File: config.mk
export PLATFORM = sky130hd
export DESIGN_NAME = dcs_top
export DESIGN_NICKNAME = d
export VERILOG_FILES = /design/src/design/dcs_pkg.sv /design/src/design/dcs_ctl_if.sv /design/src/design/dcs_top.sv /design/src/design/dcs_clk_switch.sv /design/src/design/dcs_mode_ctl.sv
export VERILOG_INCLUDE_DIRS = /design/src /design/src/design
export SDC_FILE = /design/constraint.sdc
export NUM_CORES = 1
export LEC_CHECK = 0
export ABC_AREA = 1
export BUFFER_PORTS_ARGS = -buffer_cell sky130_fd_sc_hd__buf_4
export CAP_MARGIN = 20
export CORE_MARGIN = 4
export CORE_UTILIZATION = 35
export CTS_CLUSTER_SIZE = 10
export DETAILED_ROUTE_END_ITERATION = 10
export PLACE_DENSITY_LB_ADDON = 0.25
export SYNTH_ARGS = -nofsm -noshare
export SYNTH_HDL_FRONTEND = slang
export SYNTH_SLANG_ARGS = --single-unit
File: constraint.sdc
create_clock -name ref_clk -period 4.35 [get_ports ref_clk]
set_input_delay 0.2175 -clock ref_clk [delete_from_list [all_inputs] [get_ports ref_clk]]
set_output_delay 0.2175 -clock ref_clk [all_outputs]
set_load 0.03 [all_outputs]
File: src/design/dcs_params.svh
// Purpose: Timing counts, field positions and reset values of the
//          debug serial clock select block.
// Assumes: Counts are in ticks of the serial-interface clock.
// Notes:   Included by its bare name.
`ifndef DCS_PARAMS_SVH
`define DCS_PARAMS_SVH

// Old-clock ticks that must pass before the new source takes over
`define DCS_SWITCH_CYCLES     150
// Counter width for every tick counter in the block
`define DCS_CNT_W             8
// Least low time on the pin, in ticks, that counts as a rate request
`define DCS_SYNC_DETECT_TICKS 8'h10
// Ticks from pin release to start of the rate reply
`define DCS_SYNC_DELAY_TICKS  8'h10
// Length of the low rate reply, in ticks
`define DCS_SYNC_RESP_TICKS   8'h80
// Saturation value of the low-time counter
`define DCS_CNT_MAX           8'hFF

// Control-status byte fields
`define DCS_CSR_SEL_BIT       0
`define DCS_CSR_EN_BIT        1
`define DCS_CSR_SW_BIT        2
`define DCS_CSR_SRC_BIT       3
`define DCS_CSR_MODE_LSB      4
`define DCS_CSR_MODE_MSB      5

// Reset values
`define DCS_SEL_RESET         1'b0
`define DCS_CSR_RESET         8'h00

`endif

File: src/design/dcs_pkg.sv
// Purpose: Types shared by the debug serial clock select modules.
// Assumes: Nothing beyond the params header.
// Notes:   Modes, command classes and rate-sync states.
package dcs_pkg;

  // Debug controller modes
  typedef enum logic [1:0] {
    DCS_DISABLED,
    DCS_ENABLED,
    DCS_ACTIVE
  } dcs_mode_t;

  // Access class a command needs
  typedef enum logic [1:0] {
    DCS_CMD_ALWAYS,
    DCS_CMD_ENABLED,
    DCS_CMD_ACTIVE
  } dcs_cmd_class_t;

  // Rate synchronisation sequence
  typedef enum logic [1:0] {
    DCS_SYNC_IDLE,
    DCS_SYNC_LOW,
    DCS_SYNC_WAIT,
    DCS_SYNC_DRIVE
  } dcs_sync_t;

endpackage

File: src/design/dcs_ctl_if.sv
// Purpose: Carries clock select and mode signals inside the block.
// Assumes: All signals on ref_clk.
// Notes:   One modport per submodule.
`timescale 1ns/1ps
interface dcs_ctl_if;
  import dcs_pkg::*;
  logic      const_tick;
  logic      fast_tick;
  logic      sel_req;
  logic      si_tick;
  logic      switching;
  logic      cur_sel;
  logic      special_mode;
  logic      secure;
  logic      enable_set;
  logic      enable_clr;
  logic      enter_active;
  logic      exit_active;
  dcs_mode_t mode;
  logic      halt;

  // Clock switch side
  modport clk_sw (input const_tick, fast_tick, sel_req,
                  output si_tick, switching, cur_sel);
  // Mode controller side
  modport mode_ctl (input special_mode, secure, enable_set, enable_clr,
                    enter_active, exit_active,
                    output mode, halt);
endinterface

File: src/design/dcs_top.sv
// Purpose: Debug serial clock select, mode control, rate sync reply and
//          core-clock resource access of the background debug controller.
// Assumes: ref_clk is the core clock; debug clocks arrive as ticks.
// Notes:   Pin is open-drain style: out is low whenever oe is high.
`timescale 1ns/1ps
`include "dcs_params.svh"

// How it works
// - Serial tick comes from the constant or fast clock, per select bit.
// - Constant clock selected: link timing ignores core clock changes.
// - Fast clock selected: link timing follows the PLL-derived clock.
// - Internal resource accesses always run on the core clock.
// - After the switch delay, all link timing uses the newly selected clock.
// - Three modes, disabled, enabled, active, gated by security and mode.
// - Active mode halts the processor for full resource access.
// - Normal single chip, unsecured: controller leaves reset disabled.
// - Special single chip: controller leaves reset in active mode.
// - A rate sync command lets the host measure the link rate.
// - Status access and sync work in any state; erase and ack commands in any mode, but are refused while an access is pending.
module dcs_top
  import dcs_pkg::*;
(
  // Clock and reset
  input  wire logic           ref_clk,
  input  wire logic           rstn,
  // Debug clock ticks
  input  wire logic           constant_debug_clock,
  input  wire logic           fast_debug_clock,
  // Device status
  input  wire logic           special_single_chip_mode,
  input  wire logic           device_secure,
  // Debug pin
  input  wire logic           debug_pin_in,
  output logic                debug_pin_out,
  output logic                debug_pin_oe,
  // Decoded commands from the serial side
  input  wire logic           cmd_valid,
  input  dcs_cmd_class_t      cmd_class,
  input  wire logic           cmd_write,
  input  wire logic [23:0]    cmd_addr,
  input  wire logic [31:0]    cmd_wdata,
  input  wire logic           csr_wr,
  input  wire logic [7:0]     csr_wdata,
  input  wire logic           enter_active,
  input  wire logic           exit_active,
  // Command answers
  output logic                cmd_accept,
  output logic                cmd_reject,
  output logic                cmd_done,
  output logic [31:0]         cmd_rdata,
  output logic [7:0]          csr_rdata,
  // Internal resource bus, core clock
  output logic                res_req,
  output logic                res_write,
  output logic [23:0]         res_addr,
  output logic [31:0]         res_wdata,
  input  wire logic           res_ack,
  input  wire logic [31:0]    res_rdata,
  // Status
  output logic                debug_serial_interface,
  output dcs_mode_t           debug_mode,
  output logic                cpu_halt,
  output logic                sync_seen
);

  dcs_ctl_if ctl ();

  logic                  sel_req_q;
  logic                  cmd_accept_q;
  logic                  cmd_reject_q;
  logic                  cmd_done_q;
  logic [31:0]           cmd_rdata_q;
  logic [7:0]            csr_rdata_q;
  logic                  res_req_q;
  logic                  res_write_q;
  logic [23:0]           res_addr_q;
  logic [31:0]           res_wdata_q;
  logic                  si_q;
  dcs_mode_t             mode_q;
  logic                  halt_q;
  dcs_sync_t             sync_q;
  dcs_sync_t             sync_d;
  logic [`DCS_CNT_W-1:0] sync_cnt_q;
  logic [`DCS_CNT_W-1:0] sync_cnt_d;
  logic                  pin_oe_q;
  logic                  sync_seen_q;

  // Whether a command class may run in a given mode
  function automatic logic class_ok(input dcs_cmd_class_t c,
                                    input dcs_mode_t m);
    logic ok;
    ok = 1'b0;
    unique case (c)
      DCS_CMD_ALWAYS:  ok = 1'b1;
      DCS_CMD_ENABLED: ok = (m != DCS_DISABLED);
      DCS_CMD_ACTIVE:  ok = (m == DCS_ACTIVE);
      default:         ok = 1'b0;
    endcase
    return ok;
  endfunction

  // Saturating tick counter step
  function automatic logic [`DCS_CNT_W-1:0] cnt_inc(
    input logic [`DCS_CNT_W-1:0] v);
    return (v == `DCS_CNT_MAX) ? v : v + 1'b1;
  endfunction

  // Hook-up of the submodule carrier
  assign ctl.const_tick   = constant_debug_clock;
  assign ctl.fast_tick    = fast_debug_clock;
  assign ctl.sel_req      = sel_req_q;
  assign ctl.special_mode = special_single_chip_mode;
  assign ctl.secure       = device_secure;
  assign ctl.enable_set   = csr_wr && csr_wdata[`DCS_CSR_EN_BIT];
  assign ctl.enable_clr   = csr_wr && !csr_wdata[`DCS_CSR_EN_BIT];
  assign ctl.enter_active = enter_active;
  assign ctl.exit_active  = exit_active;

  dcs_clk_switch u_clk_switch (
    .ref_clk (ref_clk),
    .rstn    (rstn),
    .ctl     (ctl.clk_sw)
  );

  dcs_mode_ctl u_mode_ctl (
    .ref_clk (ref_clk),
    .rstn    (rstn),
    .ctl     (ctl.mode_ctl)
  );

  // Command decode
  wire cmd_busy  = res_req_q;
  wire cmd_ok    = cmd_valid && !cmd_busy && class_ok(cmd_class, ctl.mode);
  wire cmd_bad   = cmd_valid && !cmd_ok;
  wire res_fin   = res_req_q && res_ack;
  wire tick      = ctl.si_tick;
  wire pin_low   = !debug_pin_in;
  wire [7:0] csr_view = {2'b00, ctl.mode, ctl.cur_sel, ctl.switching,
                         (ctl.mode != DCS_DISABLED), sel_req_q};

  // Output map
  assign cmd_accept             = cmd_accept_q;
  assign cmd_reject             = cmd_reject_q;
  assign cmd_done               = cmd_done_q;
  assign cmd_rdata              = cmd_rdata_q;
  assign csr_rdata              = csr_rdata_q;
  assign res_req                = res_req_q;
  assign res_write              = res_write_q;
  assign res_addr               = res_addr_q;
  assign res_wdata              = res_wdata_q;
  assign debug_serial_interface = si_q;
  assign debug_mode             = mode_q;
  assign cpu_halt               = halt_q;
  assign debug_pin_oe           = pin_oe_q;
  assign debug_pin_out          = 1'b0;
  assign sync_seen              = sync_seen_q;

  // Clock select bit, written by status access in any state
  always_ff @(posedge ref_clk or negedge rstn) begin
    if (!rstn) begin
      sel_req_q <= `DCS_SEL_RESET;
    end else if (csr_wr) begin
      sel_req_q <= csr_wdata[`DCS_CSR_SEL_BIT];
    end
  end

  // Status byte readback
  always_ff @(posedge ref_clk or negedge rstn) begin
    if (!rstn) begin
      csr_rdata_q <= `DCS_CSR_RESET;
    end else begin
      csr_rdata_q <= csr_view;
    end
  end

  // Accept or refuse commands against the mode
  always_ff @(posedge ref_clk or negedge rstn) begin
    if (!rstn) begin
      cmd_accept_q <= 1'b0;
      cmd_reject_q <= 1'b0;
    end else begin
      cmd_accept_q <= cmd_ok;
      cmd_reject_q <= cmd_bad;
    end
  end

  // Resource request held until acknowledged, on the core clock
  always_ff @(posedge ref_clk or negedge rstn) begin
    if (!rstn) begin
      res_req_q   <= 1'b0;
      res_write_q <= 1'b0;
      res_addr_q  <= '0;
      res_wdata_q <= '0;
    end else if (cmd_ok) begin
      res_req_q   <= 1'b1;
      res_write_q <= cmd_write;
      res_addr_q  <= cmd_addr;
      res_wdata_q <= cmd_wdata;
    end else if (res_fin) begin
      res_req_q <= 1'b0;
    end
  end

  // Completion and read data
  always_ff @(posedge ref_clk or negedge rstn) begin
    if (!rstn) begin
      cmd_done_q  <= 1'b0;
      cmd_rdata_q <= '0;
    end else begin
      cmd_done_q <= res_fin;
      if (res_fin && !res_write_q) cmd_rdata_q <= res_rdata;
    end
  end

  // Status mirrors
  always_ff @(posedge ref_clk or negedge rstn) begin
    if (!rstn) begin
      si_q   <= 1'b0;
      mode_q <= DCS_DISABLED;
      halt_q <= 1'b0;
    end else begin
      si_q   <= tick;
      mode_q <= ctl.mode;
      halt_q <= ctl.halt;
    end
  end

  // Rate sync: measure host low pulse, then answer with a low pulse
  always_comb begin
    sync_d     = sync_q;
    sync_cnt_d = sync_cnt_q;
    unique case (sync_q)
      DCS_SYNC_IDLE: begin
        sync_cnt_d = '0;
        if (pin_low) sync_d = DCS_SYNC_LOW;
      end
      DCS_SYNC_LOW: begin
        if (!pin_low) begin
          sync_cnt_d = '0;
          sync_d = (sync_cnt_q >= `DCS_SYNC_DETECT_TICKS) ? DCS_SYNC_WAIT
                                                          : DCS_SYNC_IDLE;
        end else if (tick) begin
          sync_cnt_d = cnt_inc(sync_cnt_q);
        end
      end
      DCS_SYNC_WAIT: begin
        if (tick) begin
          if (sync_cnt_q == `DCS_SYNC_DELAY_TICKS - 1'b1) begin
            sync_cnt_d = '0;
            sync_d     = DCS_SYNC_DRIVE;
          end else begin
            sync_cnt_d = sync_cnt_q + 1'b1;
          end
        end
      end
      DCS_SYNC_DRIVE: begin
        if (tick) begin
          if (sync_cnt_q == `DCS_SYNC_RESP_TICKS - 1'b1) begin
            sync_cnt_d = '0;
            sync_d     = DCS_SYNC_IDLE;
          end else begin
            sync_cnt_d = sync_cnt_q + 1'b1;
          end
        end
      end
    endcase
  end

  // Rate sync registers and pin drive
  always_ff @(posedge ref_clk or negedge rstn) begin
    if (!rstn) begin
      sync_q      <= DCS_SYNC_IDLE;
      sync_cnt_q  <= '0;
      pin_oe_q    <= 1'b0;
      sync_seen_q <= 1'b0;
    end else begin
      sync_q      <= sync_d;
      sync_cnt_q  <= sync_cnt_d;
      pin_oe_q    <= (sync_d == DCS_SYNC_DRIVE);
      sync_seen_q <= (sync_q == DCS_SYNC_LOW) && (sync_d == DCS_SYNC_WAIT);
    end
  end

  a_always_accept: assert property (
    @(posedge ref_clk) disable iff (!rstn)
    cmd_valid && !res_req_q && cmd_class == DCS_CMD_ALWAYS |=> cmd_accept)
    else $error("always-available command was refused");
  a_disabled_reject: assert property (
    @(posedge ref_clk) disable iff (!rstn)
    cmd_valid && ctl.mode == DCS_DISABLED && cmd_class != DCS_CMD_ALWAYS
    |=> cmd_reject && ($past(res_req_q) || !res_req))
    else $error("command ran while controller disabled");
  a_halt_active: assert property (
    @(posedge ref_clk) disable iff (!rstn)
    ctl.mode == DCS_ACTIVE |=> cpu_halt)
    else $error("processor not halted in active mode");
  a_req_holds: assert property (
    @(posedge ref_clk) disable iff (!rstn)
    res_req && !res_ack |=> res_req && $stable(res_addr))
    else $error("resource request dropped before acknowledge");
  a_sync_reply: assert property (
    @(posedge ref_clk) disable iff (!rstn)
    $rose(debug_pin_oe) |-> $past(sync_q) == DCS_SYNC_WAIT && !debug_pin_out)
    else $error("sync reply without a measured request");
  a_select_sticky: assert property (
    @(posedge ref_clk) disable iff (!rstn)
    csr_wr |=> sel_req_q == $past(csr_wdata[`DCS_CSR_SEL_BIT]))
    else $error("clock select not taken from status write");

endmodule

File: src/design/dcs_clk_switch.sv
// Purpose: Selects the serial-interface tick from two debug clocks.
// Assumes: Both sources arrive as one-cycle ticks on ref_clk.
// Notes:   Swaps only on an old-source tick after the switch delay.
`timescale 1ns/1ps
`include "dcs_params.svh"
module dcs_clk_switch
  import dcs_pkg::*;
(
  // Clock and reset
  input wire logic ref_clk,
  input wire logic rstn,
  // Control
  dcs_ctl_if.clk_sw ctl
);
  localparam int CNT_W   = `DCS_CNT_W;
  localparam int SW_LAST = `DCS_SWITCH_CYCLES - 1;
  localparam logic [`DCS_CNT_W-1:0] CNT_LAST = CNT_W'(SW_LAST);

  logic                  cur_sel_q;
  logic                  busy_q;
  logic [`DCS_CNT_W-1:0] cnt_q;
  logic                  si_tick_q;
  wire                   old_tick;
  wire                   start;
  wire                   swap;

  // Old source tick, start and end of a switch
  assign old_tick = cur_sel_q ? ctl.fast_tick : ctl.const_tick;
  assign start    = !busy_q && (ctl.sel_req != cur_sel_q);
  assign swap     = busy_q && old_tick && (cnt_q == CNT_LAST);
  assign ctl.si_tick   = si_tick_q;
  assign ctl.switching = busy_q;
  assign ctl.cur_sel   = cur_sel_q;

  // Delay counter on old-clock ticks, swap at a tick boundary
  always_ff @(posedge ref_clk or negedge rstn) begin
    if (!rstn) begin
      cur_sel_q <= `DCS_SEL_RESET;
      busy_q    <= 1'b0;
      cnt_q     <= '0;
      si_tick_q <= 1'b0;
    end else begin
      si_tick_q <= old_tick;
      if (start) begin
        busy_q <= 1'b1;
        cnt_q  <= '0;
      end else if (swap) begin
        busy_q    <= 1'b0;
        cur_sel_q <= ~cur_sel_q;
      end else if (busy_q && old_tick) begin
        cnt_q <= cnt_q + 1'b1;
      end
    end
  end

  a_switch_delay: assert property (
    @(posedge ref_clk) disable iff (!rstn)
    $changed(cur_sel_q) |-> $past(cnt_q) == CNT_LAST && $past(old_tick))
    else $error("clock source changed before switch delay");
  a_switch_start: assert property (
    @(posedge ref_clk) disable iff (!rstn)
    !busy_q && ctl.sel_req != cur_sel_q |=> busy_q)
    else $error("select change did not start a switch");
endmodule

File: src/design/dcs_mode_ctl.sv
// Purpose: Disabled, enabled and active modes of the debug controller.
// Assumes: Operating mode and security are steady around reset.
// Notes:   Reset mode is taken at the first edge after release.
`timescale 1ns/1ps
`include "dcs_params.svh"
module dcs_mode_ctl
  import dcs_pkg::*;
(
  // Clock and reset
  input wire logic ref_clk,
  input wire logic rstn,
  // Control
  dcs_ctl_if.mode_ctl ctl
);
  logic      init_q;
  dcs_mode_t mode_q;
  dcs_mode_t mode_d;
  logic      halt_q;

  assign ctl.mode = mode_q;
  assign ctl.halt = halt_q;

  // Next mode
  always_comb begin
    mode_d = mode_q;
    if (!init_q) begin
      mode_d = ctl.special_mode ? DCS_ACTIVE : DCS_DISABLED;
    end else begin
      unique case (mode_q)
        DCS_DISABLED: begin
          if (ctl.enable_set && !ctl.secure) mode_d = DCS_ENABLED;
        end
        DCS_ENABLED: begin
          if (ctl.enable_clr) mode_d = DCS_DISABLED;
          else if (ctl.enter_active) mode_d = DCS_ACTIVE;
        end
        DCS_ACTIVE: begin
          if (ctl.exit_active) mode_d = DCS_ENABLED;
        end
        default: mode_d = DCS_DISABLED;
      endcase
    end
  end

  // Mode and processor halt registers
  always_ff @(posedge ref_clk or negedge rstn) begin
    if (!rstn) begin
      init_q <= 1'b0;
      mode_q <= DCS_DISABLED;
      halt_q <= 1'b0;
    end else begin
      init_q <= 1'b1;
      mode_q <= mode_d;
      halt_q <= (mode_d == DCS_ACTIVE);
    end
  end

  a_reset_mode: assert property (
    @(posedge ref_clk) disable iff (!rstn)
    !init_q |=> mode_q == ($past(ctl.special_mode) ? DCS_ACTIVE
                                                   : DCS_DISABLED))
    else $error("wrong mode out of reset");
  a_secure_stays: assert property (
    @(posedge ref_clk) disable iff (!rstn)
    init_q && mode_q == DCS_DISABLED && ctl.secure |=> mode_q == DCS_DISABLED)
    else $error("secure device left disabled mode");
endmodule

==> metrics.md <==
| Metric | Value |
|---|---|
| Status | finished clean |
| Worst EP arrival | 2.17 ns |
| Final wirelength | 14500 um |
| Area Overhead vs Synth | 54.7% |
| Starting Density | between 30% and 40% |
| Initial DRC Count | between 300 and 400 |
| Die area | between 0.015 and 0.02 mm^2 |
| Post-route DRC violation count | 0 |
| Post-synthesis cell area | 0.00542 mm^2 |
| Routability cong. | around 0.9 |
| MaxCap Viol Count | 0 |
| GRT Util Overall | roughly 17% |
| Synth top area share | 59.6% |
| Clock Skews | approximately 0.0067 ns |
| CP required | roughly 4.6 ns |
| Clock buffer depth | 2 |
| Post-DP HPWL | a little under 10000 um |
| # nets final | 962 |
| Clk sinks | 129 |
| Grt total ovfl | 0 |
| Number of core rows | 45 |
| Final ANT Viol Nets | 0 |
| Core Footprint | around 0.015 mm^2 |
| Cell taking the most area after synthesis | dfrtp_1 |
| Largest net degree at the start of global routing | 60 |
| Via count of the routed design | about 4.7k |
| Max_slew headroom | 29.9% |
| Setup slack after layout | ~2.4 ns |
| Synthesis-stage register bit count | 129 |
| Clock root cell | clkbuf_16 |
| CTS tree | yes |
| Hold path start | csr_wr |
| I/O pin count | 219 |
| Critical path startpoint category | input pin |
| WL/cell | roughly 14 um |
| DR vias/cell | between 4 and 5 |
| H-tree depth | 4 |
| Setup Fix Bufs, Post-CTS | 0 |
| RSZ-0062 raised after global routing | no |
| Crit end category | flip-flop |
| Share of the yosys chip area belonging to registers | a little under 60% |
| Diode count | 0 |
| Reg-to-Reg End | res_write$_DFFE_PN0P_ |
| Static leakage | 4.46 nW |
| Crit-path max FO | between 50 and 60 |
| Cell count after synthesis | 576 |
| Min Tclk post-route | about 1.9 ns |
| Total iterations of the first detailed-routing run | 4 |
| Die height | around 130 um |
| TritonCTS Buffers | 17 |
| DP Cell Count | 957 |
| Fin Setup TNS | 0 ns |
| Count of port buffers added during placement | roughly 210 |
| Setup slack, reg-to-reg | around 2.5 ns |
| Synth warn | 0 |
| Yosys cell types | 31 |
| Worst min path class | in -> reg |
| Final period utilization | between 40 and 50% |
| Initial antenna violation count | 0 |
| Number of fill cells in the layout | 1315 |
| Hold slack | around 0.025 ns |
| DP Worst Slack | roughly 2.5 ns |
| Cell Pwr Density | between 600 and 700 mW/mm^2 |
| Multi-input gate area in the final layout | 0.00188 mm^2 |
| Clock-pin slew on the worst setup and hold paths | approximately 0.06 ns |
| FMAX | 0.519 GHz |
| Die Wd | between 100 and 150 um |
| Syn_area_per_cell | approximately 9.4 um^2 |
| Non-filler instance count after layout | about 1.0k |
| Peak VDD IR | approximately 320 uV |
| Post-CTS resize count | 0 |
| Share of cells above drive strength 1 | between 30% and 40% |
| Final setup viols | 0 |
| Hold endpoint | ctl.sel_req$_DFFE_PN0P_ |
| Worst R2R Path Depth | 4 |
| Synth top area cells | dfrtp_1 (60%), nand2_1 (16%), mux2_2 (6.6%), inv_1 (3.1%), nand3_1 (2.1%) |
| Max Slew Vio Count | 0 |
| Hold Path Stages | 3 |
| Kind of critical path | in -> reg |
| Number of global-route vias before repair | around 5k |
| Fin util | around 55% |
| Worst-Margin Slew | ~1.1 ns |
| Worst r2r src | res_req$_DFFE_PN0P_ |
| Clk_lat worst skew | slightly above 0.4 ns |
| FF+latch area | 0.00323 mm^2 |
| First-pass GRT wire length | ~24000 um |
| Final Hold Vio Count | 0 |
[per-layer routing]
layer  track usage (%)  part of all wire (%)  vias to the layer above
met4              7.04                   2.3                        0
li1                  -                     -                     2326
met5                 0                     0                        -
met2              29.7                    53                      152
met3              5.44                   6.5                       22
met1              19.3                    39                     2242
[state kept, by name, summed over array words and instances (netlist names), 2 cells and up]
name,count
cmd_rdata,32
csr_rdata,5
res_addr,24
res_wdata,32
sync_cnt_q,8
sync_q,2
u_clk_switch.cnt_q,8
u_mode_ctl.ctl.mode,2
[through the flow]
| step | cell area, um^2 | total power, mW |
|---|---|---|
| 2_1_floorplan | 5430 | 3.19 |
| 3_3_place_gp | 7130 | 3.97 |
| 3_5_place_dp | 7130 | 4.03 |
| 4_1_cts | 8380 | 5.72 |
| 5_1_grt | 8380 | 5.97 |
| 6_report | 8380 | 5.65 |
[how the worst max path moves through the flow]
| stage | start | endpoint |
|---|---|---|
| finish | cmd_valid | res_write$_DFFE_PN0P_ |
| floorplan | res_req$_DFFE_PN0P_ | cmd_rdata[10]$_DFFE_PN0P_ |
| global route | cmd_valid | res_wdata[4]$_DFFE_PN0P_ |
| global placement | res_req$_DFFE_PN0P_ | res_write$_DFFE_PN0P_ |
| CTS | cmd_valid | res_write$_DFFE_PN0P_ |
| detailed placement | res_req$_DFFE_PN0P_ | res_write$_DFFE_PN0P_ |
[cell usage in the layout, fill, tap and decap left out, drive strengths merged]
| master | instances |
|---|---|
| o211ai | 1 |
| o21ai | 16 |
| bufinv | 6 |
| a21oi | 4 |
| nand2 | 242 |
| clkbuf | 18 |
| dfrtp | 129 |
| nand4 | 4 |
| conb | 4 |
| nor3 | 2 |
| dlygate4sd3 | 59 |
| nand3 | 25 |
| clkinv | 5 |
| mux2 | 32 |
| ha | 4 |
| inv | 49 |
| clkinvlp | 2 |
| or2 | 2 |
| a31oi | 2 |
| nor4 | 1 |
| buf | 213 |
| nor2 | 31 |
| xnor2 | 1 |
| o21bai | 1 |
| xor2 | 5 |
| o31ai | 2 |
[where the power goes]
part | leakage (nW) | internal [mW] | switching, mW
clock | 0.320 | 1.07 | 0.529
sequential | 1.59 | 1.60 | 0.279
combinational | 2.56 | 0.852 | 1.32
total | 4.46 | 3.53 | 2.12
[critical path, stage by stage]
cell and delay, ns:
dlygate4sd3_1 0.54, buf_4 0.11, inv_1 0.03, nor2_1 0.17
nand3_2 0.12, inv_2 0.75, o21ai_0 0.18
[cells by family (layout without fill, tap and decap cells)]
group	after synthesis	after routing	synth area share [%]
AOI/OAI and AO/OA	26	26	2.77
xor gates and xnor gates	6	6	0.970
other	2	4	0.139
DFF	129	129	59.6
adders and majority gates	4	4	0.924
muxes	32	32	6.65
and+or+nand+nor	307	307	23.1
buffers and inverters	70	352	5.89
[what timing repair did]
item / in CTS / in global routing
endpoints found under the hold margin: 110 / 0
hold buffers: 59 / 0
endpoints found under the setup margin: 0 / 0
[synth_stat cells]
cell type and count:
a31oi_1 2, ha_1 4, nand2_2 4, nand3_2 2, conb_1 2, buf_6 2
inv_1 45, xnor2_1 1, dfrtp_1 129, nand2_1 238, or2_2 2, xor2_1 5
inv_2 3, nand4_1 4, nor2_2 2, nor2_1 26, a21oi_2 2, clkbuf_1 3
buf_4 8, o21ai_0 5, buf_2 9, o21ai_1 11, nor4_1 1, a21oi_1 2
o31ai_1 2, nor3_1 2, o211ai_1 1, mux2_2 32, nor2_4 3, o21bai_1 1
nand3_1 23
[final cells by class]
| type | instances | area share (%) |
|---|---|---|
| Sequential cell | 129 | 38.5 |
| Timing Repair Buffer | 272 | 26.1 |
| Multi-Input combinational cell | 379 | 22.5 |
| Clock buffer | 18 | 5.12 |
| Clock inverter | 14 | 2.82 |
| Tap cell | 188 | 2.81 |
| Inverter | 48 | 2.15 |
Power figures use the tool's default switching activity.
